### config.mk
export PLATFORM = sky130hd
export DESIGN_NAME = bcd_bridge_header
export DESIGN_NICKNAME = d
export VERILOG_FILES = /design/src/rtl/bcd_pkg.sv /design/src/rtl/bcd_bridge_header.sv
export SDC_FILE = /design/constraint.sdc
export NUM_CORES = 1
export LEC_CHECK = 0
export ABC_CLOCK_PERIOD_IN_PS = 2300
export BUFFER_PORTS_ARGS = -buffer_cell sky130_fd_sc_hd__buf_2
export CAP_MARGIN = 30
export CORE_ASPECT_RATIO = 1.5
export CORE_MARGIN = 2
export CORE_UTILIZATION = 55
export DETAILED_ROUTE_END_ITERATION = 12
export GPL_TIMING_DRIVEN = 0
export PLACE_DENSITY = 0.8
export SLEW_MARGIN = 30
export SYNTH_ARGS = -nofsm -noshare
export SYNTH_HDL_FRONTEND = slang
export SYNTH_SLANG_ARGS = --single-unit
### constraint.sdc
create_clock -name sys_clk_in -period 2.3 [get_ports sys_clk_in]
set_clock_uncertainty 0.05 [all_clocks]
set_input_delay 0.46 -clock sys_clk_in [delete_from_list [all_inputs] [get_ports sys_clk_in]]
set_output_delay 0.46 -clock sys_clk_in [all_outputs]
set_load 0.01 [all_outputs]
### src/rtl/bcd_pkg.sv
// Package holding offsets, reset values and types of the bridge header block.
package bcd_pkg;

    // ------------------------------------------------------------------
    // Configuration offsets.
    // ------------------------------------------------------------------
    localparam logic [7:0] BCD_OFS_REV      = 8'h08; // Revision byte.
    localparam logic [7:0] BCD_OFS_PIF      = 8'h09; // Programming interface.
    localparam logic [7:0] BCD_OFS_SUBCLASS = 8'h0A; // Sub-class byte.
    localparam logic [7:0] BCD_OFS_BASECLS  = 8'h0B; // Base class byte.
    localparam logic [7:0] BCD_OFS_CLS      = 8'h0C; // Cache line size.
    localparam logic [7:0] BCD_OFS_UPLAT    = 8'h0D; // Upstream latency.
    localparam logic [7:0] BCD_OFS_HDR      = 8'h0E; // Header layout.
    localparam logic [7:0] BCD_OFS_UPBUS    = 8'h18; // Upstream bus number.
    localparam logic [7:0] BCD_OFS_DNBUS    = 8'h19; // Downstream bus number.
    localparam logic [7:0] BCD_OFS_HIBUS    = 8'h1A; // Highest bus below.
    localparam logic [7:0] BCD_OFS_DNLAT    = 8'h1B; // Downstream latency.

    // ------------------------------------------------------------------
    // Fixed values and reset values.
    // ------------------------------------------------------------------
    localparam logic [7:0] BCD_REV_VAL      = 8'h01; // Arbitrary revision.
    localparam logic [7:0] BCD_PIF_VAL      = 8'h00; // Standard bridge.
    localparam logic [7:0] BCD_SUBCLASS_VAL = 8'h04; // Bridge to bridge.
    localparam logic [7:0] BCD_BASECLS_VAL  = 8'h06; // Bridge device.
    localparam logic [7:0] BCD_CLS_VAL      = 8'h00; // Never used.
    localparam logic [7:0] BCD_HDR_VAL      = 8'h01; // Single function.
    localparam logic [7:0] BCD_RW_RST       = 8'h00; // Writable reset value.
    localparam logic [7:0] BCD_ALL_ONES     = 8'hFF; // Master abort data.
    localparam logic [7:0] BCD_TIMER_MASK   = 8'hF8; // Timer bits 7:3.
    localparam int         BCD_LAT_LSB      = 3;     // Latency field LSB.
    localparam logic [7:0] BCD_CNT_ZERO     = 8'h00; // Counter empty.

    // ------------------------------------------------------------------
    // Types.
    // ------------------------------------------------------------------
    // Configuration access from the hub side.
    typedef struct packed {
        logic       wr;    // One for write, zero for read.
        logic [7:0] addr;  // Byte offset.
        logic [7:0] wdata; // Write data.
    } bcd_cfg_req_t;

    // Type 1 request: bus number being addressed.
    typedef struct packed {
        logic [7:0] bus;
    } bcd_t1_req_t;

    // Routing decision for a Type 1 request.
    typedef enum logic [1:0] {
        BCD_ROUTE_TYPE0   = 2'b00, // Convert to Type 0 or special cycle.
        BCD_ROUTE_FORWARD = 2'b01, // Pass on as Type 1.
        BCD_ROUTE_ABORT   = 2'b10  // Master abort, all ones.
    } bcd_route_t;

    // Burst ownership state machine.
    typedef enum logic [1:0] {
        BCD_ST_IDLE  = 2'b00, // Bus not owned.
        BCD_ST_BURST = 2'b01  // Frame asserted.
    } bcd_state_t;

endpackage : bcd_pkg

### src/rtl/bcd_bridge_header.sv
// Bridge header registers, Type 1 decode and downstream latency timer.
`timescale 1ns/10ps
`default_nettype none

module bcd_bridge_header
    import bcd_pkg::*;
(
    input  wire logic         sys_clk_in,      // Bus clock, 25 MHz.
    input  wire logic         srst_in,         // Synchronous reset.
    input  wire logic         cfg_valid_in,    // Config access strobe.
    input  wire bcd_cfg_req_t cfg_req_in,      // Config access fields.
    output logic              cfg_rvalid_out,  // Read data valid pulse.
    output logic [7:0]        cfg_rdata_out,   // Read data.
    input  wire logic         t1_valid_in,     // Type 1 request strobe.
    input  wire bcd_t1_req_t  t1_req_in,       // Type 1 bus number.
    output logic              t1_done_out,     // Decision valid pulse.
    output bcd_route_t        t1_route_out,    // Decision.
    output logic [7:0]        t1_abort_data_out, // Abort read data.
    input  wire logic         burst_start_in,  // Start master cycle.
    input  wire logic         burst_last_in,   // Data ran out.
    input  wire logic         grant_in,        // Internal bus grant.
    output logic              frame_out,       // Frame active high.
    output logic              lat_expired_out  // Counter at zero during a burst.
);

    // ------------------------------------------------------------------
    // Register storage.
    // ------------------------------------------------------------------
    logic [7:0] upstream_latency_timer_r;   // Timer field, no effect.
    logic [7:0] upstream_bus_number_r;      // Hub side bus number.
    logic [7:0] downstream_bus_number_r;    // Secondary bus number.
    logic [7:0] highest_bus_below_r;        // Subordinate bus number.
    logic [7:0] downstream_latency_timer_r; // Latency field in 7:3.
    logic [7:0] burst_latency_counter_r;    // Live latency count.
    bcd_state_t state_r;                    // Burst state.
    logic       cfg_wr;                     // Write strobe.

    assign cfg_wr = cfg_valid_in & cfg_req_in.wr;

    // ------------------------------------------------------------------
    // Writable registers.
    // ------------------------------------------------------------------
    // Each writable byte clears on reset and changes only on a write
    // to its own offset; all other offsets drop the write.
    always_ff @(posedge sys_clk_in) begin
        if (srst_in) begin
            upstream_latency_timer_r   <= BCD_RW_RST;
            upstream_bus_number_r      <= BCD_RW_RST;
            downstream_bus_number_r    <= BCD_RW_RST;
            highest_bus_below_r        <= BCD_RW_RST;
            downstream_latency_timer_r <= BCD_RW_RST;
        end else if (cfg_wr) begin
            unique case (cfg_req_in.addr)
                BCD_OFS_UPLAT: begin
                    // Reserved bits 2:0 are held at zero.
                    upstream_latency_timer_r <=
                        cfg_req_in.wdata & BCD_TIMER_MASK;
                end
                BCD_OFS_UPBUS: begin
                    upstream_bus_number_r <= cfg_req_in.wdata;
                end
                BCD_OFS_DNBUS: begin
                    downstream_bus_number_r <= cfg_req_in.wdata;
                end
                BCD_OFS_HIBUS: begin
                    highest_bus_below_r <= cfg_req_in.wdata;
                end
                BCD_OFS_DNLAT: begin
                    downstream_latency_timer_r <=
                        cfg_req_in.wdata & BCD_TIMER_MASK;
                end
                default: begin
                    // Read-only and unmapped offsets ignore writes.
                end
            endcase
        end
    end

    // ------------------------------------------------------------------
    // Read path.
    // ------------------------------------------------------------------
    // Read data appears one cycle after the strobe, with a valid pulse.
    always_ff @(posedge sys_clk_in) begin
        if (srst_in) begin
            cfg_rvalid_out <= 1'b0;
            cfg_rdata_out  <= 8'h00;
        end else begin
            cfg_rvalid_out <= cfg_valid_in & ~cfg_req_in.wr;
            unique case (cfg_req_in.addr)
                BCD_OFS_REV:      cfg_rdata_out <= BCD_REV_VAL;
                BCD_OFS_PIF:      cfg_rdata_out <= BCD_PIF_VAL;
                BCD_OFS_SUBCLASS: cfg_rdata_out <= BCD_SUBCLASS_VAL;
                BCD_OFS_BASECLS:  cfg_rdata_out <= BCD_BASECLS_VAL;
                BCD_OFS_CLS:      cfg_rdata_out <= BCD_CLS_VAL;
                BCD_OFS_UPLAT:    cfg_rdata_out <= upstream_latency_timer_r;
                BCD_OFS_HDR:      cfg_rdata_out <= BCD_HDR_VAL;
                BCD_OFS_UPBUS:    cfg_rdata_out <= upstream_bus_number_r;
                BCD_OFS_DNBUS:    cfg_rdata_out <= downstream_bus_number_r;
                BCD_OFS_HIBUS:    cfg_rdata_out <= highest_bus_below_r;
                BCD_OFS_DNLAT:    cfg_rdata_out <= downstream_latency_timer_r;
                default:          cfg_rdata_out <= 8'h00;
            endcase
        end
    end

    // ------------------------------------------------------------------
    // Type 1 decode.
    // ------------------------------------------------------------------
    // A match on the downstream bus is converted, a bus inside the
    // range behind it is forwarded, anything else is master aborted.
    always_ff @(posedge sys_clk_in) begin
        if (srst_in) begin
            t1_done_out       <= 1'b0;
            t1_route_out      <= BCD_ROUTE_ABORT;
            t1_abort_data_out <= 8'h00;
        end else begin
            t1_done_out <= t1_valid_in;
            if (t1_valid_in) begin
                if (t1_req_in.bus == downstream_bus_number_r) begin
                    t1_route_out      <= BCD_ROUTE_TYPE0;
                    t1_abort_data_out <= 8'h00;
                end else if (t1_req_in.bus > downstream_bus_number_r &&
                             t1_req_in.bus <= highest_bus_below_r) begin
                    t1_route_out      <= BCD_ROUTE_FORWARD;
                    t1_abort_data_out <= 8'h00;
                end else begin
                    t1_route_out      <= BCD_ROUTE_ABORT;
                    t1_abort_data_out <= BCD_ALL_ONES;
                end
            end
        end
    end

    // ------------------------------------------------------------------
    // Burst ownership and latency counter.
    // ------------------------------------------------------------------
    // The counter loads with the field times eight as frame rises, then
    // counts down each clock, holding at zero. Frame drops when data runs out, or when
    // the counter is empty and the grant has gone.
    always_ff @(posedge sys_clk_in) begin
        if (srst_in) begin
            state_r                 <= BCD_ST_IDLE;
            frame_out               <= 1'b0;
            burst_latency_counter_r <= BCD_CNT_ZERO;
            lat_expired_out         <= 1'b0;
        end else begin
            unique case (state_r)
                BCD_ST_IDLE: begin
                    lat_expired_out <= 1'b0;
                    if (burst_start_in && grant_in) begin
                        state_r                 <= BCD_ST_BURST;
                        frame_out               <= 1'b1;
                        burst_latency_counter_r <=
                            {downstream_latency_timer_r[7:BCD_LAT_LSB],
                             3'b000};
                    end
                end
                BCD_ST_BURST: begin
                    if (burst_latency_counter_r != BCD_CNT_ZERO) begin
                        burst_latency_counter_r <=
                            burst_latency_counter_r - 8'h01;
                    end
                    lat_expired_out <=
                        (burst_latency_counter_r <= 8'h01);
                    if (burst_last_in ||
                        (burst_latency_counter_r == BCD_CNT_ZERO &&
                         !grant_in)) begin
                        state_r   <= BCD_ST_IDLE;
                        frame_out <= 1'b0;
                    end
                    // Otherwise grant held keeps the burst going.
                end
                default: begin
                    state_r   <= BCD_ST_IDLE;
                    frame_out <= 1'b0;
                end
            endcase
        end
    end
endmodule : bcd_bridge_header

`default_nettype wire

After elaboration in Yosys (flattened, before gate mapping) --
Index checks and enable logic that the tools add are counted.
Storage, ports and cells: register bits 66, logic and storage cells 67
Cells by class: add/subtract/negate cells 1, magnitude comparators 3, eq/ne operators 14, muxes and demuxes 15, bitwise logic cells 3, reduce and logical (&&, ||, !) cells 17
Operator list (count):
- case mux 8 bit (8 select lines) | 1
- equality test 8 x 4 -> 1 bit, second input constant | 5
- equality test 8 x 5 -> 1 bit, second input constant | 4
- 2-to-1 mux 8 bit | 4
- case mux 8 bit (2 select lines) | 1
- AND reduction 2 bit | 6
- equality test 8 bit | 1
- > comparator 8 bit | 1
- <= comparator 8 x 1 -> 1 bit, second input constant | 1
- <= comparator 8 bit | 1
- logical NOT 8 bit | 1
- 2-to-1 mux 2 bit | 4
- nonzero test 8 bit | 1
- subtractor 8 x 1 -> 8 bit, second input constant | 1
- inequality test 2 bit, second input constant | 3
- case mux 1 bit (2 select lines) | 2
- case mux 2 bit (2 select lines) | 1
- logical AND 1 bit | 3
- AND reduction 3 bit | 1
- bitwise AND 1 bit | 2
- equality test 2 x 1 -> 1 bit, second input constant | 1
- logical NOT 2 bit | 1
- 2-to-1 mux 1 bit | 2
- nonzero test 2 bit | 1
- other kinds (4) | 4

Longest topological paths before layout --
depth after elaboration 5, depth in mapped cells 8, mapped depth without buffers 8

Worst setup path before layout --
Ideal clock, no wire load.
kind register to register, start point reg burst_latency_counter_r[2], end point reg burst_latency_counter_r[7], arrival time 1.807 ns, data required time 2.122 ns, setup slack 0.315 ns, cell stages (with the launch flop) 7, path buffers 0, period minus slack after synthesis 1.985 ns, cells stage by stage dfxtp_1 > or3_1 > or3_1 > nor3_2 > mux2_2 > a221oi_1 > nor2_1
On the way: longest elaborated chain between the ends 3
RTL lines:
- from (decl) | RTL line bcd_bridge_header.sv:34 | logic [7:0] burst_latency_counter_r;
- from (signal assigned) | RTL line bcd_bridge_header.sv:153 | burst_latency_counter_r <=
- from (signal assigned) | RTL line bcd_bridge_header.sv:160 | burst_latency_counter_r <=
- subtractor 8 x 1 -> 8 bit / nonzero test 8 bit (equally long branches) | RTL line bcd_bridge_header.sv:161, bcd_bridge_header.sv:159
- 2-to-1 mux 8 bit / inequality test 2 bit (equally long branches)
- case mux 8 bit (2 select lines) / AND reduction 3 bit (equally long branches)
Parallel ways exist; a longest one is shown, timed or not. The select of a mux whose other input is x is not followed. A chain may end at the register's enable or synchronous reset.

Worst setup path after layout --
Ends and elaborated chain as after synthesis.

==> run_results.csv <==
group,metric,value,unit
worst_hold_path,hold_class,"in2reg",
setup_path,crit_buf_inv,0,
setup_path,cp.required,2.46,ns
logic_synthesis,synth_top_flop_cell,"dfxtp_1",
cts,htree_levels,3,
cts,hold_buffers,0,
detailed_routing,wl,7.20,mm
timing,fin_ws,0.156,ns
timing,grt_setup_unrepaired,"false",
timing,finalSetupTns,0,ns
timing,fmax,466,MHz
cts,cts-buffers-inserted,9,
setup_path,r2r-start,"burst_latency_counter_r[2]",
cts,cts_tree,"done",
timing,period_share,93.2,%
cells_and_area,area_delta_synth_final,19.0,%
placement,port-buffer-count,53,
detailed_routing,drcViolationCount,0,
global_routing,antenna_found_initial,0,
timing,setup_viol_count_final,0,
power_and_ir_drop,p_leak,1.57,nW
global_routing,grt_pass1_wl,11.8,mm
setup_path,crit_arrival,2.30,ns
timing,slew_viol_final,0,
worst_hold_path,hold_end,"t1_done_out",
worst_hold_path,hp-start,"srst_in",
power_and_ir_drop,peakVddDrop,0.515,mV
detailed_routing,vias,2648,
floorplan,die_w,63.7,microns
logic_synthesis,synth_seq_area_share,38.8,%
placement,place_inst,459,
floorplan,initial_core_util,56.9,%
cts,insertion_delay,0.34,ns
global_routing,grtUsageTotal,25.7,%
floorplan,io_pins,54,
setup_path,crit_family,"simple AND/OR/NAND/NOR gates",
job,maxCapViolCount,0,
logic_synthesis,synth_cell_types,51,
logic_synthesis,synth_commonest_cells,"dfxtp_1, nor2_1, nand2_1",
logic_synthesis,synth-seq-cells,57,
logic_synthesis,avgSynthCellArea,8.69,sq um
cts,root_buffer,"clkbuf_8",
timing,finalHoldViolCount,0,
cts,path_clk_slew,0.06,ns
setup_path,cp_common_cell,"or3_1",
cells_and_area,final-instance-count-excl-fill,474,
setup_path,r2r_slack,0.16,ns
power_and_ir_drop,p_total,2.17,mW
setup_path,cp_max_fo,7,
detailed_routing,drt-initial-drc-count,89,
floorplan,rows,32,
logic_synthesis,yosysTopAreaCellShare,38.8,%
placement,place_congestion,0.828,
cells_and_area,regArea,1140,sq um
detailed_routing,antenna_left,0,
logic_synthesis,syn-cell-area,2940,sq um
logic_synthesis,ys_top_cells_by_area,"dfxtp_1, mux2i_1, ha_1",
detailed_routing,viasPerCell,5.59,
placement,dp_slack,-0.126,ns
floorplan,core,5160,sq um
logic_synthesis,async_flop_share,0,%
logic_synthesis,synthCells,338,
setup_path,path_cells,"or3_1 > or3_1 > nor3_2 > mux2_2 > a221oi_1 > nor2_1",
setup_path,critPathMaxStageDelay,0.42,ns
logic_synthesis,synth-edff-count,0,
logic_synthesis,synth_area_leader_cell,"dfxtp_1",
cells_and_area,fill_cells,411,
logic_synthesis,synth_fp_nets,388,
cells_and_area,antennaDiodeCount,0,
logic_synthesis,synth_warnings,0,
floorplan,die_y,93.5,microns
setup_path,crit_slowest_cell,"or3_1",
cts,cts_sinks,57,
detailed_routing,wl_per_cell,15.2,microns
detailed_routing,drtPass1Iterations,4,
setup_path,regToRegEndpoint,"burst_latency_counter_r[7]",
global_routing,gr-total-overflow,0,
floorplan,die_area,5950,sq um
setup_path,crit_type,"reg2reg",
cells_and_area,multi_input_area,1610,sq um
worst_hold_path,hold_depth,2,
status,status,"complete, no violations",
timing,maxSlewHeadroom,50.9,%
global_routing,grt_pass1_vias,2643,
logic_synthesis,yosysMostFrequentCell,"dfxtp_1",
cells_and_area,fin_nets,452,
global_routing,grt_max_degree,11,
timing,fin_crit,2.14,ns
setup_path,ff2ff_path_depth,6,
placement,dp_hpwl,5.42,mm
cts,cts_max_path_buffers,2,
timing,worst_slew_pin_slew,0.731,ns
setup_path,crit_path_start_kind,"register",
timing,fin_hold_ws,0.275,ns
power_and_ir_drop,p_per_area,619,nW/um^2
setup_path,cp-end-kind,"register",
cells_and_area,drive_gt1_share,22.9,%
==> flip-flops by register name, indices dropped and copies added (netlist names) <==
register                    cells
highest_bus_below_r             8
downstream_latency_timer_r      5
lat_expired_out                 1
t1_route_out                    2
t1_abort_data_out               1
t1_done_out                     1
cfg_rdata_out                   8
downstream_bus_number_r         8
frame_out                       1
cfg_rvalid_out                  1
upstream_latency_timer_r        5
upstream_bus_number_r           8
burst_latency_counter_r         8
==> where the power goes <==
part           total, mW  internal (mW)  leakage (nW)  switching [mW]
sequential          1.01          0.997         0.460          0.0100
combinational      0.221         0.0931          1.01           0.128
clock              0.938          0.550         0.102           0.389
==> logic make-up after synthesis <==
kind of cell	Yosys count	synth area share, %
flops	57	38.8
simple gates	123	20.7
compound gates	65	15.0
fa+ha+maj	18	7.67
mux	30	10.3
xor+xnor	2	0.596
buf+inv	43	6.86
==> cells in the final DEF, fill, tap and decap left out, drive strengths merged, types with 2 or more instances in the layout <==
cell	Yosys	layout
nor4b	2	2
mux2i	28	28
nor2b	5	5
a22o	6	6
ha	18	18
a222oi	7	7
o211ai	2	2
o31ai	2	2
o21ai	7	7
a21oi	26	26
nor3	5	5
or3	3	3
clkinv	0	2
a22oi	2	2
and3	3	3
mux2	2	2
nor3b	4	4
clkbuf	8	20
buf	11	64
nor4	2	2
or2	2	2
inv	24	24
nor2	47	47
dfxtp	57	57
a31oi	2	2
nand4	7	7
nand2	35	35
nand3	4	4
==> metrics by stage <==
step | utilization, % | cell area (sq um)
2_1_floorplan | - | 2940
3_3_place_gp | 63.7 | 3290
3_5_place_dp | 63.7 | 3290
4_1_cts | 67.4 | 3480
5_1_grt | 67.7 | 3500
6_report | 67.7 | 3500
==> metal layers <==
metal	share of wire (%)	track usage [%]	up-vias	routed length, microns
li1	-	-	1318	-
met1	40	27.2	1234	2860
met2	53	46.4	74	3820
met3	4.6	6.38	22	329
met4	2.8	13.4	0	200
met5	0	0	-	0
==> worst max path at each step <==
stage,depth (start not counted),to,start,slack [ns]
after floorplan,6,burst_latency_counter_r[7],burst_latency_counter_r[2],0.32
after global routing,8,t1_abort_data_out[6],highest_bus_below_r[1],0.05
after CTS,7,burst_latency_counter_r[3],burst_latency_counter_r[0],0.05
after detailed placement,7,upstream_bus_number_r[4],cfg_req_in[15],-0.13
after global placement,7,upstream_bus_number_r[0],cfg_req_in[15],-0.11
final,6,burst_latency_counter_r[7],burst_latency_counter_r[2],0.16
==> what timing repair did <==
action,4_1_cts,5_1_grt
endpoints found under the hold margin,0,0
resized for setup,0,3
endpoints found under the setup margin,0,16
buffers inserted,0,0
==> final cells by class <==
cell class | instances | share of cell area (%)
clock buffer | 12 | 4.44
tap | 68 | 2.43
clock inverter | 3 | 1.14
sequential | 57 | 32.6
buffer | 19 | 3.18
multi-input combinational | 238 | 46.0
inverter | 24 | 2.58
timing repair buffer | 53 | 7.58
Note: power is estimated with default switching activity, not from simulation.
